==> config.mk <==
export PLATFORM = sky130hd
export DESIGN_NAME = dxm_engine
export DESIGN_NICKNAME = d
export VERILOG_FILES = /design/src/dxm_pkg.sv /design/src/dxm_engine.sv
export SDC_FILE = /design/constraint.sdc
export NUM_CORES = 2
export LEC_CHECK = 0
export CAP_MARGIN = 10
export CORE_MARGIN = 2
export CORE_UTILIZATION = 54
export CTS_BUF_LIST = sky130_fd_sc_hd__clkbuf_4 sky130_fd_sc_hd__clkbuf_8 sky130_fd_sc_hd__clkbuf_16
export DETAILED_ROUTE_END_ITERATION = 8
export DONT_BUFFER_PORTS = 1
export PLACE_DENSITY = 0.72
export REMOVE_ABC_BUFFERS = 1
export SLEW_MARGIN = 20
export SYNTH_ARGS = -nofsm -noshare
export SYNTH_HDL_FRONTEND = slang
export SYNTH_SLANG_ARGS = --single-unit
==> constraint.sdc <==
create_clock -name i_sys_clk -period 14.4 [get_ports i_sys_clk]
set_input_delay 0.72 -clock i_sys_clk [delete_from_list [all_inputs] [get_ports i_sys_clk]]
set_output_delay 0.72 -clock i_sys_clk [all_outputs]
set_load 0.05 [all_outputs]
==> src/dxm_pkg.sv <==
// Constants, types and descriptor layout for the descriptor transfer mode engine.
// Assumes a single system clock; all users name items as dxm_pkg::name.
package dxm_pkg;

   // Transfer modes held in the first mode word
   localparam logic [1:0] MD_NORMAL = 2'h0;
   localparam logic [1:0] MD_REPEAT = 2'h1;
   localparam logic [1:0] MD_BLOCK  = 2'h2;

   // Data unit sizes, also used as bus access size
   localparam logic [1:0] SZ_BYTE = 2'h0;
   localparam logic [1:0] SZ_WORD = 2'h1;
   localparam logic [1:0] SZ_LONG = 2'h2;

   // Address update codes: 0x fixed, 10 increment, 11 decrement
   localparam logic [1:0] UPD_INC = 2'h2;
   localparam logic [1:0] UPD_DEC = 2'h3;

   // Field positions in mode_word_first
   localparam int MA_MD_HI = 7;
   localparam int MA_MD_LO = 6;
   localparam int MA_SZ_HI = 5;
   localparam int MA_SZ_LO = 4;
   localparam int MA_SU_HI = 3;
   localparam int MA_SU_LO = 2;

   // Field positions in mode_word_second
   localparam int MB_CHAIN      = 7;
   localparam int MB_CHAIN_ZERO = 6;
   localparam int MB_IRQ_SEL    = 5;
   localparam int MB_AREA       = 4;
   localparam int MB_DU_HI      = 3;
   localparam int MB_DU_LO      = 2;

   // Descriptor sizes in the data area
   localparam logic [1:0]  SHORT_LAST  = 2'h2;
   localparam logic [1:0]  FULL_LAST   = 2'h3;
   localparam logic [31:0] SHORT_BYTES = 32'h0000000C;
   localparam logic [31:0] FULL_BYTES  = 32'h00000010;

   // Software register offsets and fields
   localparam int          REG_AW     = 4;
   localparam logic [3:0]  REG_CTRL   = 4'h0;
   localparam logic [3:0]  REG_STATUS = 4'h4;
   localparam logic [3:0]  REG_DESC   = 4'h8;
   localparam logic [3:0]  REG_COUNT  = 4'hC;
   localparam int          CTRL_RCHAIN = 0;
   localparam int          CTRL_FULL   = 1;
   localparam logic [1:0]  CTRL_RST    = 2'h0;

   typedef enum logic [2:0] {
      ST_IDLE    = 3'b000,
      ST_DESC_RD = 3'b001,
      ST_LOAD    = 3'b010,
      ST_DATA_RD = 3'b011,
      ST_DATA_WR = 3'b100,
      ST_UPD     = 3'b101,
      ST_WBACK   = 3'b110,
      ST_DONE    = 3'b111
   } dxm_state_e;

   // Request toward the internal bus
   typedef struct packed {
      logic        req;
      logic        we;
      logic [1:0]  size;
      logic [31:0] addr;
      logic [31:0] wdata;
   } dxm_bus_s;

   // End-of-activation events toward CPU and interrupt controller
   typedef struct packed {
      logic irq;
      logic src_clear;
      logic en_clear;
   } dxm_evt_s;

   localparam dxm_bus_s BUS_IDLE = '0;
   localparam dxm_evt_s EVT_NONE = '0;

endpackage

==> src/dxm_engine.sv <==
// Descriptor driven transfer engine: fetch, normal/repeat/block transfer, chain, writeback.
// Assumes activation, register port and bus slave run on i_sys_clk; no synchronisers needed.
// Function
// - Each activation reads descriptor, moves data, writes updated descriptor back.
// - Source pointer written back only if its select bit is 1; same for destination.
// - Pointer writeback skipping works the same in short and full formats.
// - Both transfer counts are always written back.
// - Full format never writes back the two mode words.
// - Normal mode moves one unit; count A minus one, count B kept.
// - Source and destination step up, down or stay, each by own setting.
// - Normal mode may interrupt the CPU when its count ends.
// - Repeat mode moves one unit; area select picks repeat side.
// - Repeat end restores counter and repeat-side pointer; other pointer updates.
// - Repeat low count reloads from stored high byte; high byte unchanged.
// - Repeat mode with interrupt select 0 never interrupts the CPU.
// - When low count is 1, repeat-side pointer written back at initial value.
// - Block mode moves one whole block; area select picks block side.
// - After each block, reload block counter and restore block-side pointer.
// - Block mode decrements count B per block; interrupt at its end.
// - Chain enable runs the next descriptor in the same activation.
// - With chain-on-zero also set, chain only when the counter reached zero.
// - Every chained descriptor carries its own pointers, counts and modes.
// - Chained transfers raise no interrupt and clear neither source nor enable.
// - Repeat chain enable chains after the transfer made with counter 1.
//
// The address map and the strobed register port are this design's own decisions.
`timescale 1ns/100ps
`default_nettype none

module dxm_engine (
   input  wire logic                          i_sys_clk,
   input  wire logic                          i_sys_rst,
   input  wire logic                          i_clk_en,
   // Activation from the interrupt source side
   input  wire logic                          i_act_req,
   input  wire logic [31:0]                   i_act_desc_addr,
   output var  logic                          o_busy,
   output var  dxm_pkg::dxm_evt_s             o_evt,
   // Internal bus master
   output var  dxm_pkg::dxm_bus_s             o_bus,
   input  wire logic                          i_bus_ack,
   input  wire logic [31:0]                   i_bus_rdata,
   // Software register port
   input  wire logic [dxm_pkg::REG_AW-1:0]    i_reg_addr,
   input  wire logic [31:0]                   i_reg_wdata,
   input  wire logic                          i_reg_wr,
   input  wire logic                          i_reg_rd,
   output var  logic [31:0]                   o_reg_rdata
);

   // Unit step along a pointer by the selected update code and size
   function automatic logic [31:0] step_ptr(input logic [31:0] ptr,
                                            input logic [1:0]  upd,
                                            input logic [1:0]  size);
      logic [31:0] inc;
      inc = (size == dxm_pkg::SZ_LONG) ? 32'h00000004 :
            (size == dxm_pkg::SZ_WORD) ? 32'h00000002 : 32'h00000001;
      if (upd == dxm_pkg::UPD_INC) begin
         step_ptr = ptr + inc;
      end else if (upd == dxm_pkg::UPD_DEC) begin
         step_ptr = ptr - inc;
      end else begin
         step_ptr = ptr;
      end
   endfunction

   dxm_pkg::dxm_state_e state_q, state_d;
   logic [31:0] words_q [0:3];
   logic [1:0]  widx_q;
   logic [31:0] desc_addr_q;
   logic        fmt_full_q;
   logic [7:0]  mode_a_q, mode_b_q;
   logic [31:0] src_q, dst_q, src_init_q, dst_init_q, data_q;
   logic [15:0] cnt_a_q, cnt_b_q;
   logic [7:0]  blk_q;
   logic        chain_go_q, irq_q, en_clr_q;
   logic [1:0]  ctrl_q;
   logic [15:0] done_cnt_q;
   dxm_pkg::dxm_bus_s bus_d;

   // Mode field decode of the working descriptor
   wire [1:0] mode      = mode_a_q[dxm_pkg::MA_MD_HI:dxm_pkg::MA_MD_LO];
   wire [1:0] unit_sz   = mode_a_q[dxm_pkg::MA_SZ_HI:dxm_pkg::MA_SZ_LO];
   wire [1:0] src_upd   = mode_a_q[dxm_pkg::MA_SU_HI:dxm_pkg::MA_SU_LO];
   wire [1:0] dst_upd   = mode_b_q[dxm_pkg::MB_DU_HI:dxm_pkg::MB_DU_LO];
   wire       chain_en  = mode_b_q[dxm_pkg::MB_CHAIN];
   wire       chain_z   = mode_b_q[dxm_pkg::MB_CHAIN_ZERO];
   wire       irq_sel   = mode_b_q[dxm_pkg::MB_IRQ_SEL];
   wire       area_src  = mode_b_q[dxm_pkg::MB_AREA];
   wire       is_normal = (mode == dxm_pkg::MD_NORMAL);
   wire       is_repeat = (mode == dxm_pkg::MD_REPEAT);
   wire       is_block  = (mode == dxm_pkg::MD_BLOCK);
   wire [7:0] cnt_hi    = cnt_a_q[15:8];
   wire [7:0] cnt_lo    = cnt_a_q[7:0];

   // Descriptor geometry follows the format latched at activation
   wire [1:0]  last_idx   = fmt_full_q ? dxm_pkg::FULL_LAST : dxm_pkg::SHORT_LAST;
   wire [31:0] desc_bytes = fmt_full_q ? dxm_pkg::FULL_BYTES : dxm_pkg::SHORT_BYTES;
   wire        at_last    = (widx_q == last_idx);
   wire        bus_done   = o_bus.req & i_bus_ack;
   wire [31:0] word_addr  = desc_addr_q + {28'h0000000, widx_q, 2'b00};

   // own fields per descriptor
   // Parsing of the freshly read words; short format packs 24-bit pointers with modes
   wire [7:0]  ld_mode_a = words_q[0][31:24];
   wire [7:0]  ld_mode_b = fmt_full_q ? words_q[0][23:16] : words_q[1][31:24];
   wire [31:0] ld_src    = fmt_full_q ? words_q[1] : {8'h00, words_q[0][23:0]};
   wire [31:0] ld_dst    = fmt_full_q ? words_q[2] : {8'h00, words_q[1][23:0]};
   wire [31:0] ld_cnts   = fmt_full_q ? words_q[3] : words_q[2];

   // End-of-transfer decisions, evaluated in ST_UPD before counts change
   // repeat count never ends
   wire end_zero = is_normal ? (cnt_a_q == 16'h0001) :
                   is_block  ? (cnt_b_q == 16'h0001) : 1'b0;
   wire chain_zero = is_repeat ? (ctrl_q[dxm_pkg::CTRL_RCHAIN] & (cnt_lo == 8'h01))
                               : end_zero;
   wire chain_go   = chain_en & (~chain_z | chain_zero);
   wire irq_go     = ~chain_en & (end_zero | irq_sel);
   wire restore    = is_block | (is_repeat & (cnt_lo == 8'h01));
   wire [7:0]  rep_n    = is_repeat ? (cnt_hi - 8'h01) : 8'h00;
   wire [31:0] src_home = src_init_q - 32'(step_ptr(32'h0, src_upd, unit_sz) * rep_n);
   wire [31:0] dst_home = dst_init_q - 32'(step_ptr(32'h0, dst_upd, unit_sz) * rep_n);

   wire [15:0] cnt_a_n = is_normal ? (cnt_a_q - 16'h0001) :
                         is_repeat ? ((cnt_lo == 8'h01) ? {cnt_hi, cnt_hi}
                                                        : {cnt_hi, cnt_lo - 8'h01}) :
                                     {cnt_hi, cnt_hi};
   wire [15:0] cnt_b_n = is_block ? (cnt_b_q - 16'h0001) : cnt_b_q;

   // Writeback images of each descriptor word
   wire [31:0] wb_word0 = {mode_a_q, src_q[23:0]};
   wire [31:0] wb_word1 = fmt_full_q ? src_q : {mode_b_q, dst_q[23:0]};
   wire [31:0] wb_word2 = fmt_full_q ? dst_q : {cnt_a_q, cnt_b_q};
   wire [31:0] wb_word3 = {cnt_a_q, cnt_b_q};
   wire [31:0] wb_data  = (widx_q == 2'h0) ? wb_word0 :
                          (widx_q == 2'h1) ? wb_word1 :
                          (widx_q == 2'h2) ? wb_word2 : wb_word3;
   wire src_wb = src_upd[1];
   wire dst_wb = dst_upd[1];
   wire [3:0] wb_mask = fmt_full_q ? {1'b1, dst_wb, src_wb, 1'b0}
                                   : {1'b0, 1'b1, dst_wb, src_wb};
   wire wb_need = wb_mask[widx_q];
   wire wb_step = (state_q == dxm_pkg::ST_WBACK) & (~wb_need | bus_done);

   // Bus request wanted in the current state
   wire want_rd_desc = (state_q == dxm_pkg::ST_DESC_RD);
   wire want_rd_data = (state_q == dxm_pkg::ST_DATA_RD);
   wire want_wr_data = (state_q == dxm_pkg::ST_DATA_WR);
   wire want_wb      = (state_q == dxm_pkg::ST_WBACK) & wb_need;
   wire want_bus     = want_rd_desc | want_rd_data | want_wr_data | want_wb;
   wire take_act     = i_act_req & (state_q == dxm_pkg::ST_IDLE);

   // Next bus request; a one-cycle gap follows each acknowledge
   always_comb begin
      bus_d       = dxm_pkg::BUS_IDLE;
      bus_d.req   = want_bus & ~bus_done;
      bus_d.we    = want_wr_data | want_wb;
      bus_d.size  = (want_rd_data | want_wr_data) ? unit_sz : dxm_pkg::SZ_LONG;
      bus_d.addr  = want_rd_data ? src_q : want_wr_data ? dst_q : word_addr;
      bus_d.wdata = want_wr_data ? data_q : wb_data;
   end

   always_comb begin
      state_d = state_q;
      case (state_q)
         dxm_pkg::ST_IDLE:    if (take_act) begin
            state_d = dxm_pkg::ST_DESC_RD;
         end
         dxm_pkg::ST_DESC_RD: if (bus_done & at_last) begin
            state_d = dxm_pkg::ST_LOAD;
         end
         dxm_pkg::ST_LOAD:    state_d = dxm_pkg::ST_DATA_RD;
         dxm_pkg::ST_DATA_RD: if (bus_done) begin
            state_d = dxm_pkg::ST_DATA_WR;
         end
         // block loops until its last unit
         dxm_pkg::ST_DATA_WR: if (bus_done) begin
            state_d = (is_block & (blk_q != 8'h01)) ? dxm_pkg::ST_DATA_RD
                                                    : dxm_pkg::ST_UPD;
         end
         dxm_pkg::ST_UPD:     state_d = dxm_pkg::ST_WBACK;
         dxm_pkg::ST_WBACK:   if (wb_step & at_last) begin
            state_d = chain_go_q ? dxm_pkg::ST_DESC_RD : dxm_pkg::ST_DONE;
         end
         dxm_pkg::ST_DONE:    state_d = dxm_pkg::ST_IDLE;
         default:             state_d = dxm_pkg::ST_IDLE;
      endcase
   end

   // State, bus and busy flops
   always_ff @(posedge i_sys_clk or posedge i_sys_rst) begin
      if (i_sys_rst) begin
         state_q <= dxm_pkg::ST_IDLE;
         o_bus   <= dxm_pkg::BUS_IDLE;
         o_busy  <= 1'b0;
      end else if (i_clk_en) begin
         state_q <= state_d;
         o_bus   <= bus_d;
         o_busy  <= (state_d != dxm_pkg::ST_IDLE);
      end
   end

   // Descriptor word index and base address
   always_ff @(posedge i_sys_clk or posedge i_sys_rst) begin
      if (i_sys_rst) begin
         widx_q      <= 2'h0;
         desc_addr_q <= 32'h00000000;
         fmt_full_q  <= 1'b0;
      end else if (i_clk_en) begin
         if (take_act) begin
            desc_addr_q <= i_act_desc_addr;
            fmt_full_q  <= ctrl_q[dxm_pkg::CTRL_FULL];
            widx_q      <= 2'h0;
         end else if ((want_rd_desc & bus_done) | wb_step) begin
            widx_q <= at_last ? 2'h0 : widx_q + 2'h1;
            // next descriptor follows the current one
            if (wb_step & at_last & chain_go_q) begin
               desc_addr_q <= desc_addr_q + desc_bytes;
            end
         end
      end
   end

   // Raw descriptor words, stored by index as they arrive
   always_ff @(posedge i_sys_clk or posedge i_sys_rst) begin
      if (i_sys_rst) begin
         for (int i = 0; i < 4; i++) begin
            words_q[i] <= 32'h00000000;
         end
      end else if (i_clk_en & want_rd_desc & bus_done) begin
         words_q[widx_q] <= i_bus_rdata;
      end
   end

   // Working descriptor: modes and counts
   always_ff @(posedge i_sys_clk or posedge i_sys_rst) begin
      if (i_sys_rst) begin
         mode_a_q <= 8'h00;
         mode_b_q <= 8'h00;
         cnt_a_q  <= 16'h0000;
         cnt_b_q  <= 16'h0000;
         blk_q    <= 8'h00;
      end else if (i_clk_en) begin
         if (state_q == dxm_pkg::ST_LOAD) begin
            mode_a_q <= ld_mode_a;
            mode_b_q <= ld_mode_b;
            cnt_a_q  <= ld_cnts[31:16];
            cnt_b_q  <= ld_cnts[15:0];
            blk_q    <= ld_cnts[23:16];   // Block size comes from the low count byte
         end else if (want_wr_data & bus_done & is_block) begin
            blk_q <= blk_q - 8'h01;       // Zero start wraps, giving 256 units
         end else if (state_q == dxm_pkg::ST_UPD) begin
            cnt_a_q <= cnt_a_n;
            cnt_b_q <= cnt_b_n;
         end
      end
   end

   // Pointers: step per unit, then restore the area side
   always_ff @(posedge i_sys_clk or posedge i_sys_rst) begin
      if (i_sys_rst) begin
         src_q      <= 32'h00000000;
         dst_q      <= 32'h00000000;
         src_init_q <= 32'h00000000;
         dst_init_q <= 32'h00000000;
         data_q     <= 32'h00000000;
      end else if (i_clk_en) begin
         if (state_q == dxm_pkg::ST_LOAD) begin
            src_q      <= ld_src;
            dst_q      <= ld_dst;
            src_init_q <= ld_src;
            dst_init_q <= ld_dst;
         end else if (want_rd_data & bus_done) begin
            data_q <= i_bus_rdata;
         end else if (want_wr_data & bus_done) begin
            src_q <= step_ptr(src_q, src_upd, unit_sz);
            dst_q <= step_ptr(dst_q, dst_upd, unit_sz);
         end else if ((state_q == dxm_pkg::ST_UPD) & restore) begin
            if (area_src) begin
               src_q <= src_home;
            end else begin
               dst_q <= dst_home;
            end
         end
      end
   end

   // End flags of the last transfer, kept for writeback and completion
   always_ff @(posedge i_sys_clk or posedge i_sys_rst) begin
      if (i_sys_rst) begin
         chain_go_q <= 1'b0;
         irq_q      <= 1'b0;
         en_clr_q   <= 1'b0;
      end else if (i_clk_en & (state_q == dxm_pkg::ST_UPD)) begin
         chain_go_q <= chain_go;
         irq_q      <= irq_go;
         en_clr_q   <= ~chain_en & end_zero;
      end
   end

   // one-cycle completion events after final writeback
   // chained descriptors never reach ST_DONE, so they raise nothing
   always_ff @(posedge i_sys_clk or posedge i_sys_rst) begin
      if (i_sys_rst) begin
         o_evt <= dxm_pkg::EVT_NONE;
      end else if (i_clk_en) begin
         o_evt.irq       <= (state_q == dxm_pkg::ST_DONE) & irq_q;
         o_evt.src_clear <= (state_q == dxm_pkg::ST_DONE) & ~irq_q;
         o_evt.en_clear  <= (state_q == dxm_pkg::ST_DONE) & en_clr_q;
      end
   end

   // Register read decode; unmapped offsets read as zero
   wire [31:0] rd_mux =
      (i_reg_addr == dxm_pkg::REG_CTRL)   ? {30'h00000000, ctrl_q} :
      (i_reg_addr == dxm_pkg::REG_STATUS) ? {28'h0000000, state_q, o_busy} :
      (i_reg_addr == dxm_pkg::REG_DESC)   ? desc_addr_q :
      (i_reg_addr == dxm_pkg::REG_COUNT)  ? {16'h0000, done_cnt_q} : 32'h00000000;
   wire ctrl_wr = i_reg_wr & (i_reg_addr == dxm_pkg::REG_CTRL);

   // Control register and activation counter; format change applies at next activation
   always_ff @(posedge i_sys_clk or posedge i_sys_rst) begin
      if (i_sys_rst) begin
         ctrl_q      <= dxm_pkg::CTRL_RST;
         done_cnt_q  <= 16'h0000;
         o_reg_rdata <= 32'h00000000;
      end else if (i_clk_en) begin
         if (ctrl_wr) begin
            ctrl_q <= i_reg_wdata[1:0];
         end
         if (state_q == dxm_pkg::ST_DONE) begin
            done_cnt_q <= done_cnt_q + 16'h0001;
         end
         o_reg_rdata <= i_reg_rd ? rd_mux : 32'h00000000;
      end
   end

endmodule

`default_nettype wire

* Word level (Yosys, flattened, before mapping)
Index checks and enable logic that the tools add are counted.
Word-level totals: register bits after elaboration 507, output and inout bits 104, word-level logic and storage cells 231
Cells by class: add/subtract/negate cells 16, $mul 2, $lt $le $gt $ge 3, equal/unequal tests 30, mux-type cells 76, bitwise logic cells 43, reduce and logical (&&, ||, !) cells 27
Operator list (count):
- 32-bit two-way mux | 37
- 16-bit two-way mux | 9
- 128-bit bitwise mux | 1
- 32-bit subtractor | 3
- 32-bit demux with 2-bit select | 1
- 32-bit by 8-bit multiplier with 32-bit output | 2
- 8-bit two-way mux | 6
- 32-bit by 3-bit adder with 32-bit output | 1
- 32-bit adder | 1
- 32-bit by 4-bit adder with 32-bit output | 1
- 32-bit by 5-bit adder with 32-bit output | 1
- 16-bit by 1-bit == test with 1-bit output, second input constant | 2
- 1-bit by 32-bit subtractor with 32-bit output, first input constant | 1
- 16-bit by 1-bit subtractor with 16-bit output, second input constant | 2
- 32-bit by 3-bit subtractor with 32-bit output | 1
- 1-bit AND | 26
- 3-bit two-way mux | 8
- 3-bit case mux with 8 select lines | 1
- 8-bit by 1-bit subtractor with 8-bit output, second input constant | 3
- 16-bit by 1-bit adder with 16-bit output, second input constant | 1
- 2-bit == test, second input constant | 7
- 3-bit == test, second input constant | 4
- 2-bit AND reduction | 6
- 2-bit nonzero test | 6
- 31 further kinds | 66

* Depth between registers and ports, before layout
depth in word-level cells 13, gate-level depth with buffers 30

* Least setup slack after synthesis
No wires, ideal clock.
kind reg-to-reg, from register cnt_a_q[8], to register src_q[29], library setup time 0.104 ns, arrival time 6.897 ns, data required time 14.296 ns, slack 7.399 ns, stages on the path, launching flop included 24, buffers on the path 1, clock period less this slack 7.001 ns, path through dfrtp_1 -> clkbuf_1 -> inv_1 -> ha_1 -> nor2_1 -> nand3_1 -> fa_1 -> inv_1 -> fa_1 -> inv_1 -> fa_1 -> inv_1 -> fa_1 -> inv_1 -> ha_1 -> a21oi_1 -> nor2_1 -> a211oi_1 -> o21ai_2 -> a21o_1 -> a311o_4 -> a311oi_1 -> xor2_1 -> a221oi_1
Between the ends: word-level cells in the longest chain between the ends 9
Ends and longest elaborated chain:
- start: declaration | RTL line dxm_engine.sv:74 | logic [15:0] cnt_a_q, cnt_b_q;
- start signal: assignment | RTL line dxm_engine.sv:247 | cnt_a_q <= ld_cnts[31:16];
- start signal: assignment | RTL line dxm_engine.sv:253 | cnt_a_q <= cnt_a_n;
- 8-bit by 1-bit subtractor with 8-bit output | RTL line dxm_engine.sv:120 | wire [7:0] rep_n = is_repeat ? (cnt_hi - 8'h01) : 8'h00;
- 8-bit two-way mux | RTL line dxm_engine.sv:120
- 32-bit by 8-bit multiplier with 32-bit output | RTL line dxm_engine.sv:121 | wire [31:0] src_home = src_init_q - 32'(step_ptr(32'h0, src_upd, unit_sz) * rep_n);
- 32-bit subtractor | RTL line dxm_engine.sv:121
- 32-bit two-way mux | RTL line dxm_engine.sv:279 | if (area_src) begin
- 32-bit two-way mux | RTL line dxm_engine.sv:278 | end else if ((state_q == dxm_pkg::ST_UPD) & restore) begin
- 32-bit two-way mux | RTL line dxm_engine.sv:275 | end else if (want_wr_data & bus_done) begin
- 32-bit two-way mux | RTL line dxm_engine.sv:273 | end else if (want_rd_data & bus_done) begin
- 32-bit two-way mux | RTL line dxm_engine.sv:268 | if (state_q == dxm_pkg::ST_LOAD) begin
- end signal: assignment | RTL line dxm_engine.sv:269 | src_q <= ld_src;
- end signal: assignment | RTL line dxm_engine.sv:276 | src_q <= step_ptr(src_q, src_upd, unit_sz);
- end signal: assignment | RTL line dxm_engine.sv:280 | src_q <= src_home;
- end: declaration | RTL line dxm_engine.sv:73 | logic [31:0] src_q, dst_q, src_init_q, dst_init_q, data_q;
No other way between the ends. The select of a mux whose other input is x is not followed. A chain may end at the register's enable or synchronous reset.

* Worst setup path in the final report
from register cnt_a_q[8], to register src_q[30]
Same word-level chain as after synthesis.

==> summary.md <==
| Metric | Value |
|---|---|
| PwrDens | `241 mW/mm2` |
| Final min period | `8060 ps` |
| H-Tree Depth | `2` |
| Largest family of logic cells by synthesized area | `compound AO/OA/AOI/OAI gates` |
| Crit path required time | `14,970 ps` |
| Synth Area in Compound Gates | `0.180` |
| Gpl congestion | `0.989` |
| Port Buffers | `0` |
| Yosys warning total | `0` |
| Share of cells above drive strength 1 | `0.105` |
| Max Cap Viol | `0` |
| Synth top area share | `0.321` |
| CTS tree | `done` |
| Worst slack on hold paths | `11.2 ps` |
| Synth Area in XOR/XNOR | `0.0446` |
| Seq/Total Area, Yosys | `0.321` |
| Cell Rows | `99` |
| Hold buffers post-CTS | `0` |
| Worst-path clk slew | `60 ps` |
| Setup WS post-layout | `6340 ps` |
| Cell Area, Synth | `0.0395 mm2` |
| Gr usage total | `0.331` |
| Crit start category | `flip-flop` |
| Vias in the first global route | `31,500` |
| Post-placement setup slack | `6600 ps` |
| Setup crit end kind | `flip-flop` |
| Mapped Avg Cell Area | `9.12 um2` |
| Worst-Skew Late Latency | `660 ps` |
| Final Skew | `20.9 ps` |
| Simple-gate share of the synthesized area | `0.126` |
| Buffers plus inverters on the worst setup path | `4` |
| Layout Nets | `4,716` |
| Die area | `0.0753 mm2` |
| Most common cell on crit path | `inv_1` |
| Post-synth EDFFs | `0` |
| RSZ-0062 raised after global routing | `false` |
| First-pass GRT wire length | `190,000 um` |
| Worst EP arrival | `8630 ps` |
| Area leader, netlist | `dfrtp_1` |
| Synthesis-to-finish area growth | `6.93%` |
| Most frequent cells in the layout | `dfrtp_1 (506), nand2_1 (423), inv_1 (416)` |
| CTS Root Cell | `clkbuf_16` |
| Starting Density | `0.543` |
| Critical path's largest stage delay | `710 ps` |
| Period Utilization, post-route | `0.560` |
| DR vias | `32,411` |
| Resized Gates After CTS | `0` |
| Commonest non-fill, non-tap cell in the layout | `dfrtp_1` |
| CTS Sinks | `507` |
| Drt first pass iters | `6` |
| DRC errors left | `0` |
| Die width | `274 um` |
| Final Hold Vio Count | `0` |
| Worst min path class | `in -> async` |
| Fmax | `124 MHz` |
| Largest net degree at the start of global routing | `168` |
| Core footprint | `0.0727 mm2` |
| Most used DFF post-synth | `dfrtp_1` |
| Largest delay contributor family on the critical path | `adder cells` |
| #FFs+latches synth | `507` |
| Netlist cell types | `104` |
| Post-DR vias/cell | `6.23` |
| Post-Syn Instances | `4,328` |
| Crit-path slowest cell | `dfrtp_1` |
| Post-synthesis mux area share | `0.0888` |
| Ports | `211` |
| Starting DRT DRC Count | `3,194` |
| Ranking of synthesized cells by area | `dfrtp_1 (32%), fa_1 (12%), mux2_2 (6.0%), ha_1 (5.8%), a21oi_1 (4.6%)` |
| Setup TNS | `0 ps` |
| Asr flop ratio synth | `1.00` |
| Crit-path max FO | `10` |
| TritonCTS buffer count | `58` |
| Clock Path Buffers | `3` |
| Cell leakage power | `0.0193 uW` |
| Setup Viol. Count Final | `0` |
| Chip Height | `274 um` |
| WL final | `123,000 um` |
| Setup CP Type | `reg -> reg` |
| Adder-Cell Fraction of Synth Area | `0.174` |
| GRT overflow | `0` |
| Max-Slew Margin vs Limit | `0.207` |
| DR WL/cell | `23.7 um` |
| Initial antenna violation count | `7` |
| Worst-Margin Slew | `1190 ps` |
| DP HPWL | `90,700 um` |
| Status | `finished clean` |
| Setup Buffers After CTS | `0` |
| Peak VDD IR | `0.146 mV` |
| Post-route ant nets | `0` |
| Final Slew Violations | `0` |
stage by stage:
stage	std cells	cell area, um2	util	total power (uW)
2_1_floorplan	4094	38500	-	6770
3_3_place_gp	5096	40100	0.552	8280
3_5_place_dp	5096	40100	0.552	8380
4_1_cts	5204	42200	0.580	10000
5_1_grt	5204	42200	0.581	10800
6_report	5205	42200	0.581	10200
final timing paths:
check / to / from / slack (ps) / cells after the start
max: src_q[30]$_DFFE_PP0P_ / cnt_a_q[8]$_DFFE_PP0P_ / 6340 / 25
min: done_cnt_q[1]$_DFFE_PP0P_ / i_sys_rst / 10 / 1
max reg2reg: src_q[30]$_DFFE_PP0P_ / cnt_a_q[8]$_DFFE_PP0P_ / 6340 / 25
min reg2reg: mode_a_q[3]$_DFFE_PP0P_ / ld_mode_a[3]$_DFFE_PP0P_ / 470 / 2
max in group asynchronous: o_bus[6]$_DFFE_PP0P_ / i_sys_rst / 12220 / 3
min in group i_sys_clk: ctrl_q[0]$_DFFE_PP0P_ / i_reg_wdata[0] / 200 / 2
cells in the mapped netlist (37+ instances only):
| master | number |
|---|---|
| dfrtp_1 | 507 |
| nand2_1 | 429 |
| inv_1 | 417 |
| a21oi_1 | 359 |
| o21ai_0 | 324 |
| nor2_1 | 287 |
| fa_1 | 229 |
| mux2_2 | 209 |
| ha_1 | 183 |
| clkbuf_1 | 154 |
| xnor2_1 | 138 |
| mux2i_1 | 115 |
| a211oi_1 | 100 |
| nand3_1 | 74 |
| xor2_1 | 58 |
| a21o_1 | 56 |
| nor3_1 | 55 |
| and3_1 | 54 |
| buf_1 | 45 |
| nand4_1 | 39 |
| o22ai_1 | 37 |
registers in the layout, summed over array words and instances (netlist names), 8 cells and up:
signal / flops
blk_q: 8
cnt_a_q: 16
cnt_b_q: 16
data_q: 32
desc_addr_q: 32
done_cnt_q: 16
dst_init_q: 32
dst_q: 32
ld_mode_a: 8
mode_a_q: 8
mode_b_q: 8
o_bus: 68
o_reg_rdata: 32
src_init_q: 32
src_q: 32
words_q: 120
kinds of logic (layout without fill, tap and decap cells):
logic type / after synthesis / in the layout
flops: 507 / 507
buf+inv: 651 / 568
mux: 324 / 324
compound gates: 1145 / 1145
fa+ha+maj: 413 / 413
other cells: 0 / 1
xor+xnor: 198 / 198
simple gates: 1090 / 1090
report_power, final:
group	switching (uW)	total, uW	internal [uW]	leakage, uW
Combinational	3510	5880	2370	0.0115
Sequential	840	2660	1820	0.00676
Clock	656	1620	966	0.00103
final cells by class:
type,instances,area [um2]
Sequential cell,507,12700
Inverter,417,1570
Clock inverter,28,385
Antenna cell,1,2.50
Tap cell,959,1200
Multi-Input combinational cell,3170,24300
Timing Repair Buffer,43,335
Fill cell,6280,30500
Clock buffer,80,1690
metal layers:
layer	vias up	track usage	routed length, um
met5	-	0	26
met4	4	0.181	8040
met3	338	0.0950	13100
met2	1524	0.495	53400
met1	15824	0.434	48500
li1	14721	-	-
No activity file was read; power rests on OpenSTA's default activity.
